===== config.mk =====
export PLATFORM = sky130hd
export DESIGN_NAME = xic_top
export DESIGN_NICKNAME = d
export VERILOG_FILES = /design/src/xic_pkg.sv /design/src/xic_top.sv /design/src/xic_glitch_filter.sv
export SDC_FILE = /design/constraint.sdc
export NUM_CORES = 1
export LEC_CHECK = 0
export BUFFER_PORTS_ARGS = -buffer_cell sky130_fd_sc_hd__buf_2
export CORE_UTILIZATION = 40
export DETAILED_ROUTE_END_ITERATION = 8
export GPL_TIMING_DRIVEN = 0
export PLACE_DENSITY = 0.63
export SLEW_MARGIN = 20
export SYNTH_ARGS = -nofsm -noshare
export SYNTH_HDL_FRONTEND = slang
export SYNTH_HIERARCHICAL = 1
export SYNTH_SLANG_ARGS = --single-unit

===== constraint.sdc =====
create_clock -name i_sys_clk -period 3.3 [get_ports i_sys_clk]
set_input_delay 0.825 -clock i_sys_clk [delete_from_list [all_inputs] [get_ports i_sys_clk]]
set_output_delay 0.825 -clock i_sys_clk [all_outputs]
set_load 0.01 [all_outputs]

===== src/xic_pkg.sv =====
package xic_pkg;

   // ----------------------------------------------------------------
   // special-function addresses and pages
   // ----------------------------------------------------------------
   localparam logic [7:0] ADDR_IRQ_ENABLE_2 = 8'hA5;
   localparam logic [7:0] ADDR_PRIO_2_LOW = 8'hA6;
   localparam logic [7:0] ADDR_PRIO_2_HIGH = 8'hA7;
   localparam logic [7:0] ADDR_PRIO_1_LOW = 8'hAE;
   localparam logic [7:0] ADDR_PRIO_1_HIGH = 8'hAF;
   localparam logic [7:0] ADDR_PIN_CFG = 8'hC1;
   localparam logic [3:0] PAGE_CFG0 = 4'h0;
   localparam logic [3:0] PAGE_CFG1 = 4'h1;
   localparam logic [3:0] PAGE_CFG2 = 4'h2;

   // ----------------------------------------------------------------
   // reset values
   // ----------------------------------------------------------------
   localparam logic [7:0] RST_PRIO_1 = 8'h00;
   localparam logic [1:0] RST_PRIO_2 = 2'h0;
   localparam logic [1:0] RST_ENABLE_2 = 2'h0;
   localparam logic [7:0] RST_CFG0 = 8'h00;
   localparam logic [7:0] RST_CFG1 = 8'h00;
   localparam logic [7:0] RST_CFG2 = 8'h00;
   localparam logic FILT_RESET_LEVEL = 1'b1;

   // ----------------------------------------------------------------
   // field positions
   // ----------------------------------------------------------------
   localparam int BIT_CMP1 = 1;
   localparam int BIT_TIMER3 = 0;
   localparam int BIT_CMP0 = 7;
   localparam int BIT_TWOWIRE0 = 6;
   localparam int BIT_KEYPAD = 5;
   localparam int BIT_UART1 = 4;
   localparam int BIT_SYSFLAG = 3;
   localparam int BIT_COUNTER_ARRAY = 2;
   localparam int BIT_ADC = 1;
   localparam int BIT_SPI = 0;
   localparam int CFG0_XIRQ1_SEL_LO = 6;
   localparam int CFG0_XIRQ0_SEL_LO = 4;
   localparam int CFG0_FILTER_LO = 0;
   localparam int CFG1_XIRQ1_SEL_HI = 7;
   localparam int CFG1_XIRQ0_SEL_HI = 6;
   localparam int CFG1_XIRQ2_SEL_LO = 4;
   localparam int CFG1_FILTER_HI = 0;
   localparam int CFG2_XIRQ3_SEL = 1;
   localparam int CFG2_XIRQ2_SEL_HI = 0;

   // ----------------------------------------------------------------
   // timing counts
   // ----------------------------------------------------------------
   localparam int FILT_SAMPLES = 3;
   localparam int SYSTEM_CLOCK_DIV = 6;

   // ----------------------------------------------------------------
   // types
   // ----------------------------------------------------------------
   typedef enum logic [1:0] {
      XIC_FILT_OFF = 2'b00,
      XIC_FILT_SYSTEM_CLOCK = 2'b01,
      XIC_FILT_DIV6 = 2'b10,
      XIC_FILT_T3 = 2'b11
   } xic_filt_mode_t;

   typedef struct packed {
      logic [7:0] p6;
      logic [7:0] p4;
      logic [7:0] p3;
      logic [7:0] p2;
      logic [7:0] p1;
      logic [7:0] p0;
   } xic_pins_t;

   typedef struct packed {
      logic [1:0] cmp0;
      logic [1:0] twowire0;
      logic [1:0] keypad;
      logic [1:0] uart1;
      logic [1:0] sysflag;
      logic [1:0] counter_array;
      logic [1:0] adc;
      logic [1:0] spi;
      logic [1:0] cmp1;
      logic [1:0] timer3;
   } xic_prio_t;

endpackage : xic_pkg


===== src/xic_top.sv =====
// Notes on behaviour
// - low priority bits, cmp0 at bit 7 down to spi at bit 0, read/write.
// - high priority bits, same source order as the low register.
// - enable bit 1 gates the comparator 1 request.
// - enable bit 0 gates the timer 3 request.
// - second priority pair holds cmp1 at bit 1, timer3 at bit 0, reset zero.
// - input 1 select low bits in config 0 [7:6], top bit config 1 [7].
// - input 1 codes pick P3.3 P3.1 P3.5 P4.1 P4.5 P1.5 P3.7 P0.7.
// - input 0 select low bits in config 0 [5:4], top bit config 1 [6].
// - input 0 codes pick P3.2 P3.0 P3.4 P4.0 P1.0 P1.4 P3.6 P0.5.
// - input 2 select low bits in config 1 [5:4], top bit config 2 [0].
// - input 2 codes pick P4.3 P2.0 P1.1 P2.6 P4.4 P6.0 P0.1 P4.6.
// - input 3 select in config 2 [3:1]; upper nibble resets to zero.
// - input 3 codes pick P4.2 P2.1 P0.0 P1.6 P0.2 P6.1 P0.6 P4.7.
// - filter mode n is config 1 bit n over config 0 bit n.
// - modes: off, system clock, clock over six, timer 3 overflow, three samples each except off.
// - config registers share one address, chosen by pages 0, 1 and 2.
// - active low by default, active high when polarity bit set.
module xic_top (
   // clock and reset
   input wire logic i_sys_clk,
   input wire logic i_sys_rst,
   // special-function register access
   input wire logic [7:0] i_sfr_addr,
   input wire logic [3:0] i_sfr_page,
   input wire logic i_sfr_wr,
   input wire logic i_sfr_rd,
   input wire logic [7:0] i_sfr_wdata,
   output logic [7:0] o_sfr_rdata,
   output logic o_sfr_ack,
   // port pins and trigger polarity
   input wire xic_pkg::xic_pins_t i_port_pins,
   input wire logic [3:0] i_xirq_high_polarity,
   // timer 3 overflow tick
   input wire logic i_timer3_overflow_tick,
   // peripheral requests
   input wire logic i_cmp1_irq_req,
   input wire logic i_timer3_irq_req,
   output logic o_cmp1_irq_req,
   output logic o_timer3_irq_req,
   // priority levels
   output xic_pkg::xic_prio_t o_prio_levels,
   // external interrupt inputs after selection and filtering
   output logic [3:0] o_xirq_filtered,
   output logic [3:0] o_xirq_active
);

   // ----------------------------------------------------------------
   // register storage
   // ----------------------------------------------------------------
   logic [7:0] prio_1_low_r;
   logic [7:0] prio_1_high_r;
   logic [1:0] prio_2_low_r;
   logic [1:0] prio_2_high_r;
   logic [1:0] irq_enable_2_r;
   logic [7:0] pin_cfg0_r;
   logic [7:0] pin_cfg1_r;
   logic [7:0] pin_cfg2_r;
   logic [7:0] rdata_r;
   logic [7:0] rdata_nxt;
   logic ack_r;
   logic cmp1_req_r;
   logic timer3_req_r;

   // ----------------------------------------------------------------
   // address decode
   // ----------------------------------------------------------------
   logic hit_enable_2;
   logic hit_prio_2_low;
   logic hit_prio_2_high;
   logic hit_prio_1_low;
   logic hit_prio_1_high;
   logic hit_cfg0;
   logic hit_cfg1;
   logic hit_cfg2;
   logic hit_any;

   assign hit_enable_2 = (i_sfr_addr == xic_pkg::ADDR_IRQ_ENABLE_2);
   assign hit_prio_2_low = (i_sfr_addr == xic_pkg::ADDR_PRIO_2_LOW);
   assign hit_prio_2_high = (i_sfr_addr == xic_pkg::ADDR_PRIO_2_HIGH);
   assign hit_prio_1_low = (i_sfr_addr == xic_pkg::ADDR_PRIO_1_LOW);
   assign hit_prio_1_high = (i_sfr_addr == xic_pkg::ADDR_PRIO_1_HIGH);
   // one address, page picks the register
   assign hit_cfg0 = (i_sfr_addr == xic_pkg::ADDR_PIN_CFG) &&
                     (i_sfr_page == xic_pkg::PAGE_CFG0);
   assign hit_cfg1 = (i_sfr_addr == xic_pkg::ADDR_PIN_CFG) &&
                     (i_sfr_page == xic_pkg::PAGE_CFG1);
   assign hit_cfg2 = (i_sfr_addr == xic_pkg::ADDR_PIN_CFG) &&
                     (i_sfr_page == xic_pkg::PAGE_CFG2);
   assign hit_any = hit_enable_2 | hit_prio_2_low | hit_prio_2_high |
                    hit_prio_1_low | hit_prio_1_high |
                    hit_cfg0 | hit_cfg1 | hit_cfg2;

   logic wr_enable_2;
   logic wr_prio_2_low;
   logic wr_prio_2_high;
   logic wr_prio_1_low;
   logic wr_prio_1_high;
   logic wr_cfg0;
   logic wr_cfg1;
   logic wr_cfg2;

   assign wr_enable_2 = i_sfr_wr && hit_enable_2;
   assign wr_prio_2_low = i_sfr_wr && hit_prio_2_low;
   assign wr_prio_2_high = i_sfr_wr && hit_prio_2_high;
   assign wr_prio_1_low = i_sfr_wr && hit_prio_1_low;
   assign wr_prio_1_high = i_sfr_wr && hit_prio_1_high;
   assign wr_cfg0 = i_sfr_wr && hit_cfg0;
   assign wr_cfg1 = i_sfr_wr && hit_cfg1;
   assign wr_cfg2 = i_sfr_wr && hit_cfg2;

   // ----------------------------------------------------------------
   // register writes
   // ----------------------------------------------------------------
   // low and high priority bytes
   always_ff @(posedge i_sys_clk) begin
      if (i_sys_rst) begin
         prio_1_low_r <= xic_pkg::RST_PRIO_1;
         prio_1_high_r <= xic_pkg::RST_PRIO_1;
      end else begin
         if (wr_prio_1_low) begin
            prio_1_low_r <= i_sfr_wdata;
         end
         if (wr_prio_1_high) begin
            prio_1_high_r <= i_sfr_wdata;
         end
      end
   end

   // reserved enable bits are not stored, so they read zero
   // second priority pair keeps only two bits
   always_ff @(posedge i_sys_clk) begin
      if (i_sys_rst) begin
         irq_enable_2_r <= xic_pkg::RST_ENABLE_2;
         prio_2_low_r <= xic_pkg::RST_PRIO_2;
         prio_2_high_r <= xic_pkg::RST_PRIO_2;
      end else begin
         if (wr_enable_2) begin
            irq_enable_2_r <= i_sfr_wdata[1:0];
         end
         if (wr_prio_2_low) begin
            prio_2_low_r <= i_sfr_wdata[1:0];
         end
         if (wr_prio_2_high) begin
            prio_2_high_r <= i_sfr_wdata[1:0];
         end
      end
   end

   // config 0 and 1 reset to zero
   // config 2 upper nibble is plain storage, given a defined reset
   always_ff @(posedge i_sys_clk) begin
      if (i_sys_rst) begin
         pin_cfg0_r <= xic_pkg::RST_CFG0;
         pin_cfg1_r <= xic_pkg::RST_CFG1;
         pin_cfg2_r <= xic_pkg::RST_CFG2;
      end else begin
         if (wr_cfg0) begin
            pin_cfg0_r <= i_sfr_wdata;
         end
         if (wr_cfg1) begin
            pin_cfg1_r <= i_sfr_wdata;
         end
         if (wr_cfg2) begin
            pin_cfg2_r <= i_sfr_wdata;
         end
      end
   end

   // ----------------------------------------------------------------
   // read path
   // ----------------------------------------------------------------
   // data appears one cycle after the read strobe; unmapped reads give zero
   assign rdata_nxt =
      hit_enable_2 ? {6'h00, irq_enable_2_r} :
      hit_prio_2_low ? {6'h00, prio_2_low_r} :
      hit_prio_2_high ? {6'h00, prio_2_high_r} :
      hit_prio_1_low ? prio_1_low_r :
      hit_prio_1_high ? prio_1_high_r :
      hit_cfg0 ? pin_cfg0_r :
      hit_cfg1 ? pin_cfg1_r :
      hit_cfg2 ? pin_cfg2_r : 8'h00;

   always_ff @(posedge i_sys_clk) begin
      if (i_sys_rst) begin
         rdata_r <= 8'h00;
         ack_r <= 1'b0;
      end else begin
         ack_r <= i_sfr_rd && hit_any;
         if (i_sfr_rd) begin
            rdata_r <= rdata_nxt;
         end
      end
   end

   assign o_sfr_rdata = rdata_r;
   assign o_sfr_ack = ack_r;

   // ----------------------------------------------------------------
   // request gating and priority levels
   // ----------------------------------------------------------------
   always_ff @(posedge i_sys_clk) begin
      if (i_sys_rst) begin
         cmp1_req_r <= 1'b0;
         timer3_req_r <= 1'b0;
      end else begin
         cmp1_req_r <= i_cmp1_irq_req && irq_enable_2_r[xic_pkg::BIT_CMP1];
         timer3_req_r <= i_timer3_irq_req && irq_enable_2_r[xic_pkg::BIT_TIMER3];
      end
   end

   assign o_cmp1_irq_req = cmp1_req_r;
   assign o_timer3_irq_req = timer3_req_r;

   // level is {high, low}, straight from the registers
   assign o_prio_levels.cmp0 = {prio_1_high_r[xic_pkg::BIT_CMP0],
                                prio_1_low_r[xic_pkg::BIT_CMP0]};
   assign o_prio_levels.twowire0 = {prio_1_high_r[xic_pkg::BIT_TWOWIRE0],
                                    prio_1_low_r[xic_pkg::BIT_TWOWIRE0]};
   assign o_prio_levels.keypad = {prio_1_high_r[xic_pkg::BIT_KEYPAD],
                                  prio_1_low_r[xic_pkg::BIT_KEYPAD]};
   assign o_prio_levels.uart1 = {prio_1_high_r[xic_pkg::BIT_UART1],
                                 prio_1_low_r[xic_pkg::BIT_UART1]};
   assign o_prio_levels.sysflag = {prio_1_high_r[xic_pkg::BIT_SYSFLAG],
                                   prio_1_low_r[xic_pkg::BIT_SYSFLAG]};
   assign o_prio_levels.counter_array = {prio_1_high_r[xic_pkg::BIT_COUNTER_ARRAY],
                                         prio_1_low_r[xic_pkg::BIT_COUNTER_ARRAY]};
   assign o_prio_levels.adc = {prio_1_high_r[xic_pkg::BIT_ADC],
                               prio_1_low_r[xic_pkg::BIT_ADC]};
   assign o_prio_levels.spi = {prio_1_high_r[xic_pkg::BIT_SPI],
                               prio_1_low_r[xic_pkg::BIT_SPI]};
   assign o_prio_levels.cmp1 = {prio_2_high_r[xic_pkg::BIT_CMP1],
                                prio_2_low_r[xic_pkg::BIT_CMP1]};
   assign o_prio_levels.timer3 = {prio_2_high_r[xic_pkg::BIT_TIMER3],
                                  prio_2_low_r[xic_pkg::BIT_TIMER3]};

   // ----------------------------------------------------------------
   // pin synchroniser
   // ----------------------------------------------------------------
   xic_pkg::xic_pins_t pins_meta_r;
   xic_pkg::xic_pins_t pins_sync_r;

   always_ff @(posedge i_sys_clk) begin
      if (i_sys_rst) begin
         pins_meta_r <= '1;
         pins_sync_r <= '1;
      end else begin
         pins_meta_r <= i_port_pins;
         pins_sync_r <= pins_meta_r;
      end
   end

   // ----------------------------------------------------------------
   // pin selection
   // ----------------------------------------------------------------
   logic [2:0] sel [4];
   logic [7:0] cand [4];
   logic [3:0] selected;
   logic [3:0] filter_mode;
   logic [3:0] filter_mode_hi;

   assign sel[0] = {pin_cfg1_r[xic_pkg::CFG1_XIRQ0_SEL_HI],
                    pin_cfg0_r[xic_pkg::CFG0_XIRQ0_SEL_LO +: 2]};
   assign sel[1] = {pin_cfg1_r[xic_pkg::CFG1_XIRQ1_SEL_HI],
                    pin_cfg0_r[xic_pkg::CFG0_XIRQ1_SEL_LO +: 2]};
   assign sel[2] = {pin_cfg2_r[xic_pkg::CFG2_XIRQ2_SEL_HI],
                    pin_cfg1_r[xic_pkg::CFG1_XIRQ2_SEL_LO +: 2]};
   assign sel[3] = pin_cfg2_r[xic_pkg::CFG2_XIRQ3_SEL +: 3];

   // candidate vectors, code 7 in the top bit
   // input 0 pin table
   assign cand[0] = {pins_sync_r.p0[5], pins_sync_r.p3[6], pins_sync_r.p1[4],
                     pins_sync_r.p1[0], pins_sync_r.p4[0], pins_sync_r.p3[4],
                     pins_sync_r.p3[0], pins_sync_r.p3[2]};
   assign cand[1] = {pins_sync_r.p0[7], pins_sync_r.p3[7], pins_sync_r.p1[5],
                     pins_sync_r.p4[5], pins_sync_r.p4[1], pins_sync_r.p3[5],
                     pins_sync_r.p3[1], pins_sync_r.p3[3]};
   assign cand[2] = {pins_sync_r.p4[6], pins_sync_r.p0[1], pins_sync_r.p6[0],
                     pins_sync_r.p4[4], pins_sync_r.p2[6], pins_sync_r.p1[1],
                     pins_sync_r.p2[0], pins_sync_r.p4[3]};
   assign cand[3] = {pins_sync_r.p4[7], pins_sync_r.p0[6], pins_sync_r.p6[1],
                     pins_sync_r.p0[2], pins_sync_r.p1[6], pins_sync_r.p0[0],
                     pins_sync_r.p2[1], pins_sync_r.p4[2]};

   assign filter_mode = pin_cfg0_r[xic_pkg::CFG0_FILTER_LO +: 4];
   assign filter_mode_hi = pin_cfg1_r[xic_pkg::CFG1_FILTER_HI +: 4];

   // ----------------------------------------------------------------
   // divide-by-six sample tick
   // ----------------------------------------------------------------
   localparam logic [2:0] DIV_LAST = 3'(xic_pkg::SYSTEM_CLOCK_DIV - 1);
   logic [2:0] div_cnt_r;
   logic tick_div6;

   assign tick_div6 = (div_cnt_r == DIV_LAST);

   // free-running divider so the clock-over-six mode has its tick
   always_ff @(posedge i_sys_clk) begin
      if (i_sys_rst) begin
         div_cnt_r <= 3'h0;
      end else if (tick_div6) begin
         div_cnt_r <= 3'h0;
      end else begin
         div_cnt_r <= div_cnt_r + 3'h1;
      end
   end

   // ----------------------------------------------------------------
   // filters and polarity
   // ----------------------------------------------------------------
   genvar gi;
   generate
      for (gi = 0; gi < 4; gi++) begin : g_xirq
         xic_pkg::xic_filt_mode_t mode;
         // mode is {config 1 bit n, config 0 bit n}
         assign mode = xic_pkg::xic_filt_mode_t'({filter_mode_hi[gi],
                                                  filter_mode[gi]});
         assign selected[gi] = cand[gi][sel[gi]];

         xic_glitch_filter #(
            .SAMPLES(xic_pkg::FILT_SAMPLES)
         ) u_filter (
            .i_sys_clk(i_sys_clk),
            .i_sys_rst(i_sys_rst),
            .i_din(selected[gi]),
            .i_mode(mode),
            .i_tick_div6(tick_div6),
            .i_tick_t3(i_timer3_overflow_tick),
            .o_dout(o_xirq_filtered[gi])
         );

         // low-active unless the high polarity bit is set
         assign o_xirq_active[gi] = i_xirq_high_polarity[gi] ?
                                    o_xirq_filtered[gi] : ~o_xirq_filtered[gi];
      end
   endgenerate

endmodule : xic_top


===== src/xic_glitch_filter.sv =====
module xic_glitch_filter #(
   parameter int SAMPLES = xic_pkg::FILT_SAMPLES
) (
   // clock and reset
   input wire logic i_sys_clk,
   input wire logic i_sys_rst,
   // input and mode
   input wire logic i_din,
   input wire xic_pkg::xic_filt_mode_t i_mode,
   // sample ticks
   input wire logic i_tick_div6,
   input wire logic i_tick_t3,
   // filtered level
   output logic o_dout
);

   localparam int CW = $clog2(SAMPLES + 1);
   localparam logic [CW-1:0] CNT_LAST = CW'(SAMPLES - 1);
   localparam logic [CW-1:0] CNT_ONE = CW'(1);

   logic out_r;
   logic out_nxt;
   logic [CW-1:0] cnt_r;
   logic [CW-1:0] cnt_nxt;
   logic bypass;
   logic tick;

   assign bypass = (i_mode == xic_pkg::XIC_FILT_OFF);
   assign tick = (i_mode == xic_pkg::XIC_FILT_SYSTEM_CLOCK) ||
                 ((i_mode == xic_pkg::XIC_FILT_DIV6) && i_tick_div6) ||
                 ((i_mode == xic_pkg::XIC_FILT_T3) && i_tick_t3);

   // outside bypass, change only after three equal samples
   always_comb begin
      out_nxt = out_r;
      cnt_nxt = cnt_r;
      if (bypass) begin
         out_nxt = i_din;
         cnt_nxt = '0;
      end else if (tick) begin
         if (i_din == out_r) begin
            cnt_nxt = '0;
         end else if (cnt_r == CNT_LAST) begin
            out_nxt = i_din;
            cnt_nxt = '0;
         end else begin
            cnt_nxt = cnt_r + CNT_ONE;
         end
      end
   end

   always_ff @(posedge i_sys_clk) begin
      if (i_sys_rst) begin
         out_r <= xic_pkg::FILT_RESET_LEVEL;
         cnt_r <= '0;
      end else begin
         out_r <= out_nxt;
         cnt_r <= cnt_nxt;
      end
   end

   assign o_dout = out_r;

endmodule : xic_glitch_filter


==> metrics <==
cell count of the worst reg-to-reg path 5; post-CTS setup buffer count 0; sequential fraction of the synthesis area roughly half; post-route clock period utilization 70.63%; most common cell after layout, fill and taps aside dfxtp_1; leak pwr 2.943 nW; DP Worst Slack 0.4466 ns; WP data required 3.58 ns; vias in the first global route around 4300; power per cell area 536.8 nW/µm²; Vert. Die Dim 120.7 µm; Post-Layout Cell Count 859; htree depth 4; Mapped Cells 552; Mapped Area around 5600 µm²; vias per cell between 5 and 6; Total GRT Usage about a fifth; share of the synthesized area in the top cell type 48.28%; Final HPWL DP 9808 µm; antenna viol nets, final 0; antenna violations before repair 0; Placeable Area about 14000 µm²; fmax 429.0 MHz; Port-buffer cells 95; ANT cells 0; CTS Buf Count 17; Die Area between 10000 and 15000 µm²; max-capacitance violation count 0; GR Overflow Total 0; Ports ~120; DRT Pass-1 Iters 4; clk_lat worst skew 0.42 ns; Slew HR 52.44%; Slew Limit Fails 0; critical path arrival around 2.6 ns; GP Congestion 0.8307; async set-reset flop share out of synthesis 0%; highest net fanout along the worst path 8; CTS tree yes; Distinct cells, synth 46; worst setup margin around 0.97 ns; most frequent cells in the layout dfxtp_1 (136), buf_2 (97), nor2_1 (72); final setup vio count 0; startpoint types input port; maximum root-to-sink buffer count 2; CTS Sinks 136; Final #Nets around 750; Primary FF master, synth dfxtp_1; DRC violations left 0; DR iter-0 viols 261; post-synth top area cell dfxtp_1; DR WL/cell 15.65 µm; first-pass GRT wire length 21740 µm; outcome finished clean; Vias between 4000 and 5000; syn nets 633; Syn-to-layout area delta 22.43%; Root Driver clkbuf_16; Least-Margin Pin Slew 0.7113 ns; # placed instances 827; setup TNS 0 ns; Reg clk slew, reported paths roughly 0.06 ns; largest net degree at the start of global routing 18; clk_skew 0.006814 ns; row count 43; DRT Wirelength 13440 µm; share of layout cells above drive strength 1 33.14%; total power 3.706 mW; Final Hold Vio Count 0; Hold Buf Count CTS 0; Worst VDD drop roughly 0.49 mV; Seq cells post-synth 136; synth top area cells dfxtp_1 (48%), mux2i_1 (10%), or2_2 (7.2%); YS warnings 6; chip width roughly 120 µm; Post-CTS Resized 0; CP Class input port to flop; CP endpoint kind flop; hold crit path type flop to flop; RSZ-0062 raised after global routing no; syn avg cell area between 10 and 15 µm²; Worst Hold Depth 1; post-layout min period 2.331 ns; EDFF count, synth 0; Initial Util between 40 and 50%
final cells by class:
class | instances | area, µm²
plain buffers | 31 | 118.9
clock buffers | 19 | 442.9
clock inverters | 13 | 121.4
fillers | 1287 | 6923
inverters | 1 | 3.754
multi-input cells | 384 | 2794
flip-flops and latches | 136 | 2723
well taps | 180 | 225.2
repair buffers | 95 | 475.5
cell usage after synthesis, drive strengths merged, types with 8 or more instances:
cell type / n
xnor2: 8
or2: 65
o2bb2ai: 15
nand2: 31
clkbuf: 27
a21oi: 12
mux4: 8
o21ai: 9
nand3b: 12
mux2i: 59
dfxtp: 136
nor2: 72
stage by stage:
step | hold WS, ns | utilization, % | area [µm²]
after floorplan | 0.3895 | - | 5639
after detailed placement | 0.3932 | 45.85 | 6340
after global routing | 0.4186 | 49.93 | 6904
after CTS | 0.4047 | 49.93 | 6904
after global placement | 0.3978 | 45.85 | 6340
final | 0.4026 | 49.93 | 6904
worst max-delay path, cell delays in order:
cell and delay [ns]:
buf_2 0.12, nor4bb_1 0.28, clkbuf_1 0.34, nand4_1 0.63
mux2i_1 0.35, nor2_1 0.07
routing by layer:
metal | up-vias | track usage (%) | wire length, µm
li1 | 2163 | - | -
met1 | 2084 | 24.17 | 6254
met2 | 118 | 32.18 | 6325
met3 | 12 | 5.755 | 685
met4 | 0 | 6.790 | 178
met5 | - | 0 | 0
sequential cells by signal (all words and copies together) (netlist names), 2 cells and up:
signal                  flops
div_cnt_r                   3
g_xirq.u_filter/cnt_r       8
prio_2_low_r                2
pin_cfg1_r                  8
g_xirq.u_filter/o_dout      4
o_sfr_rdata                 8
prio_2_high_r               2
prio_1_low_r                8
pin_cfg2_r                  8
pins_meta_r                32
cand                       32
irq_enable_2_r              2
pin_cfg0_r                  8
prio_1_high_r               8
cell families (layout without fill, tap and decap cells):
kind of cell	after synthesis	after routing	synth area share, %
flops	136	136	48.28
buf+inv	32	159	2.174
fa+ha+maj	2	2	0.4437
simple gates	233	233	23.81
compound gates	68	68	9.186
mux	73	73	14.87
xor+xnor	8	8	1.243
path summary, 6_finish.rpt:
| path | start | to | slack [ns] |
|---|---|---|---|
| worst max-delay path | i_sfr_addr[6] | prio_1_low_r[5] | 0.97 |
| worst min-delay path | pins_meta_r[14] | cand[3] | 0.40 |
| worst max register to register | pin_cfg2_r[1] | g_xirq[3].u_filter/cnt_r[1] | 1.38 |
| worst min register to register | pins_meta_r[14] | cand[3] | 0.40 |
report_power, final:
part | switching, mW | internal, mW
sequential | 0.0118 | 1.68
combinational | 0.115 | 0.0921
clock | 0.742 | 1.06
total | 0.868 | 2.84
No activity file was read; power rests on OpenSTA's default activity.
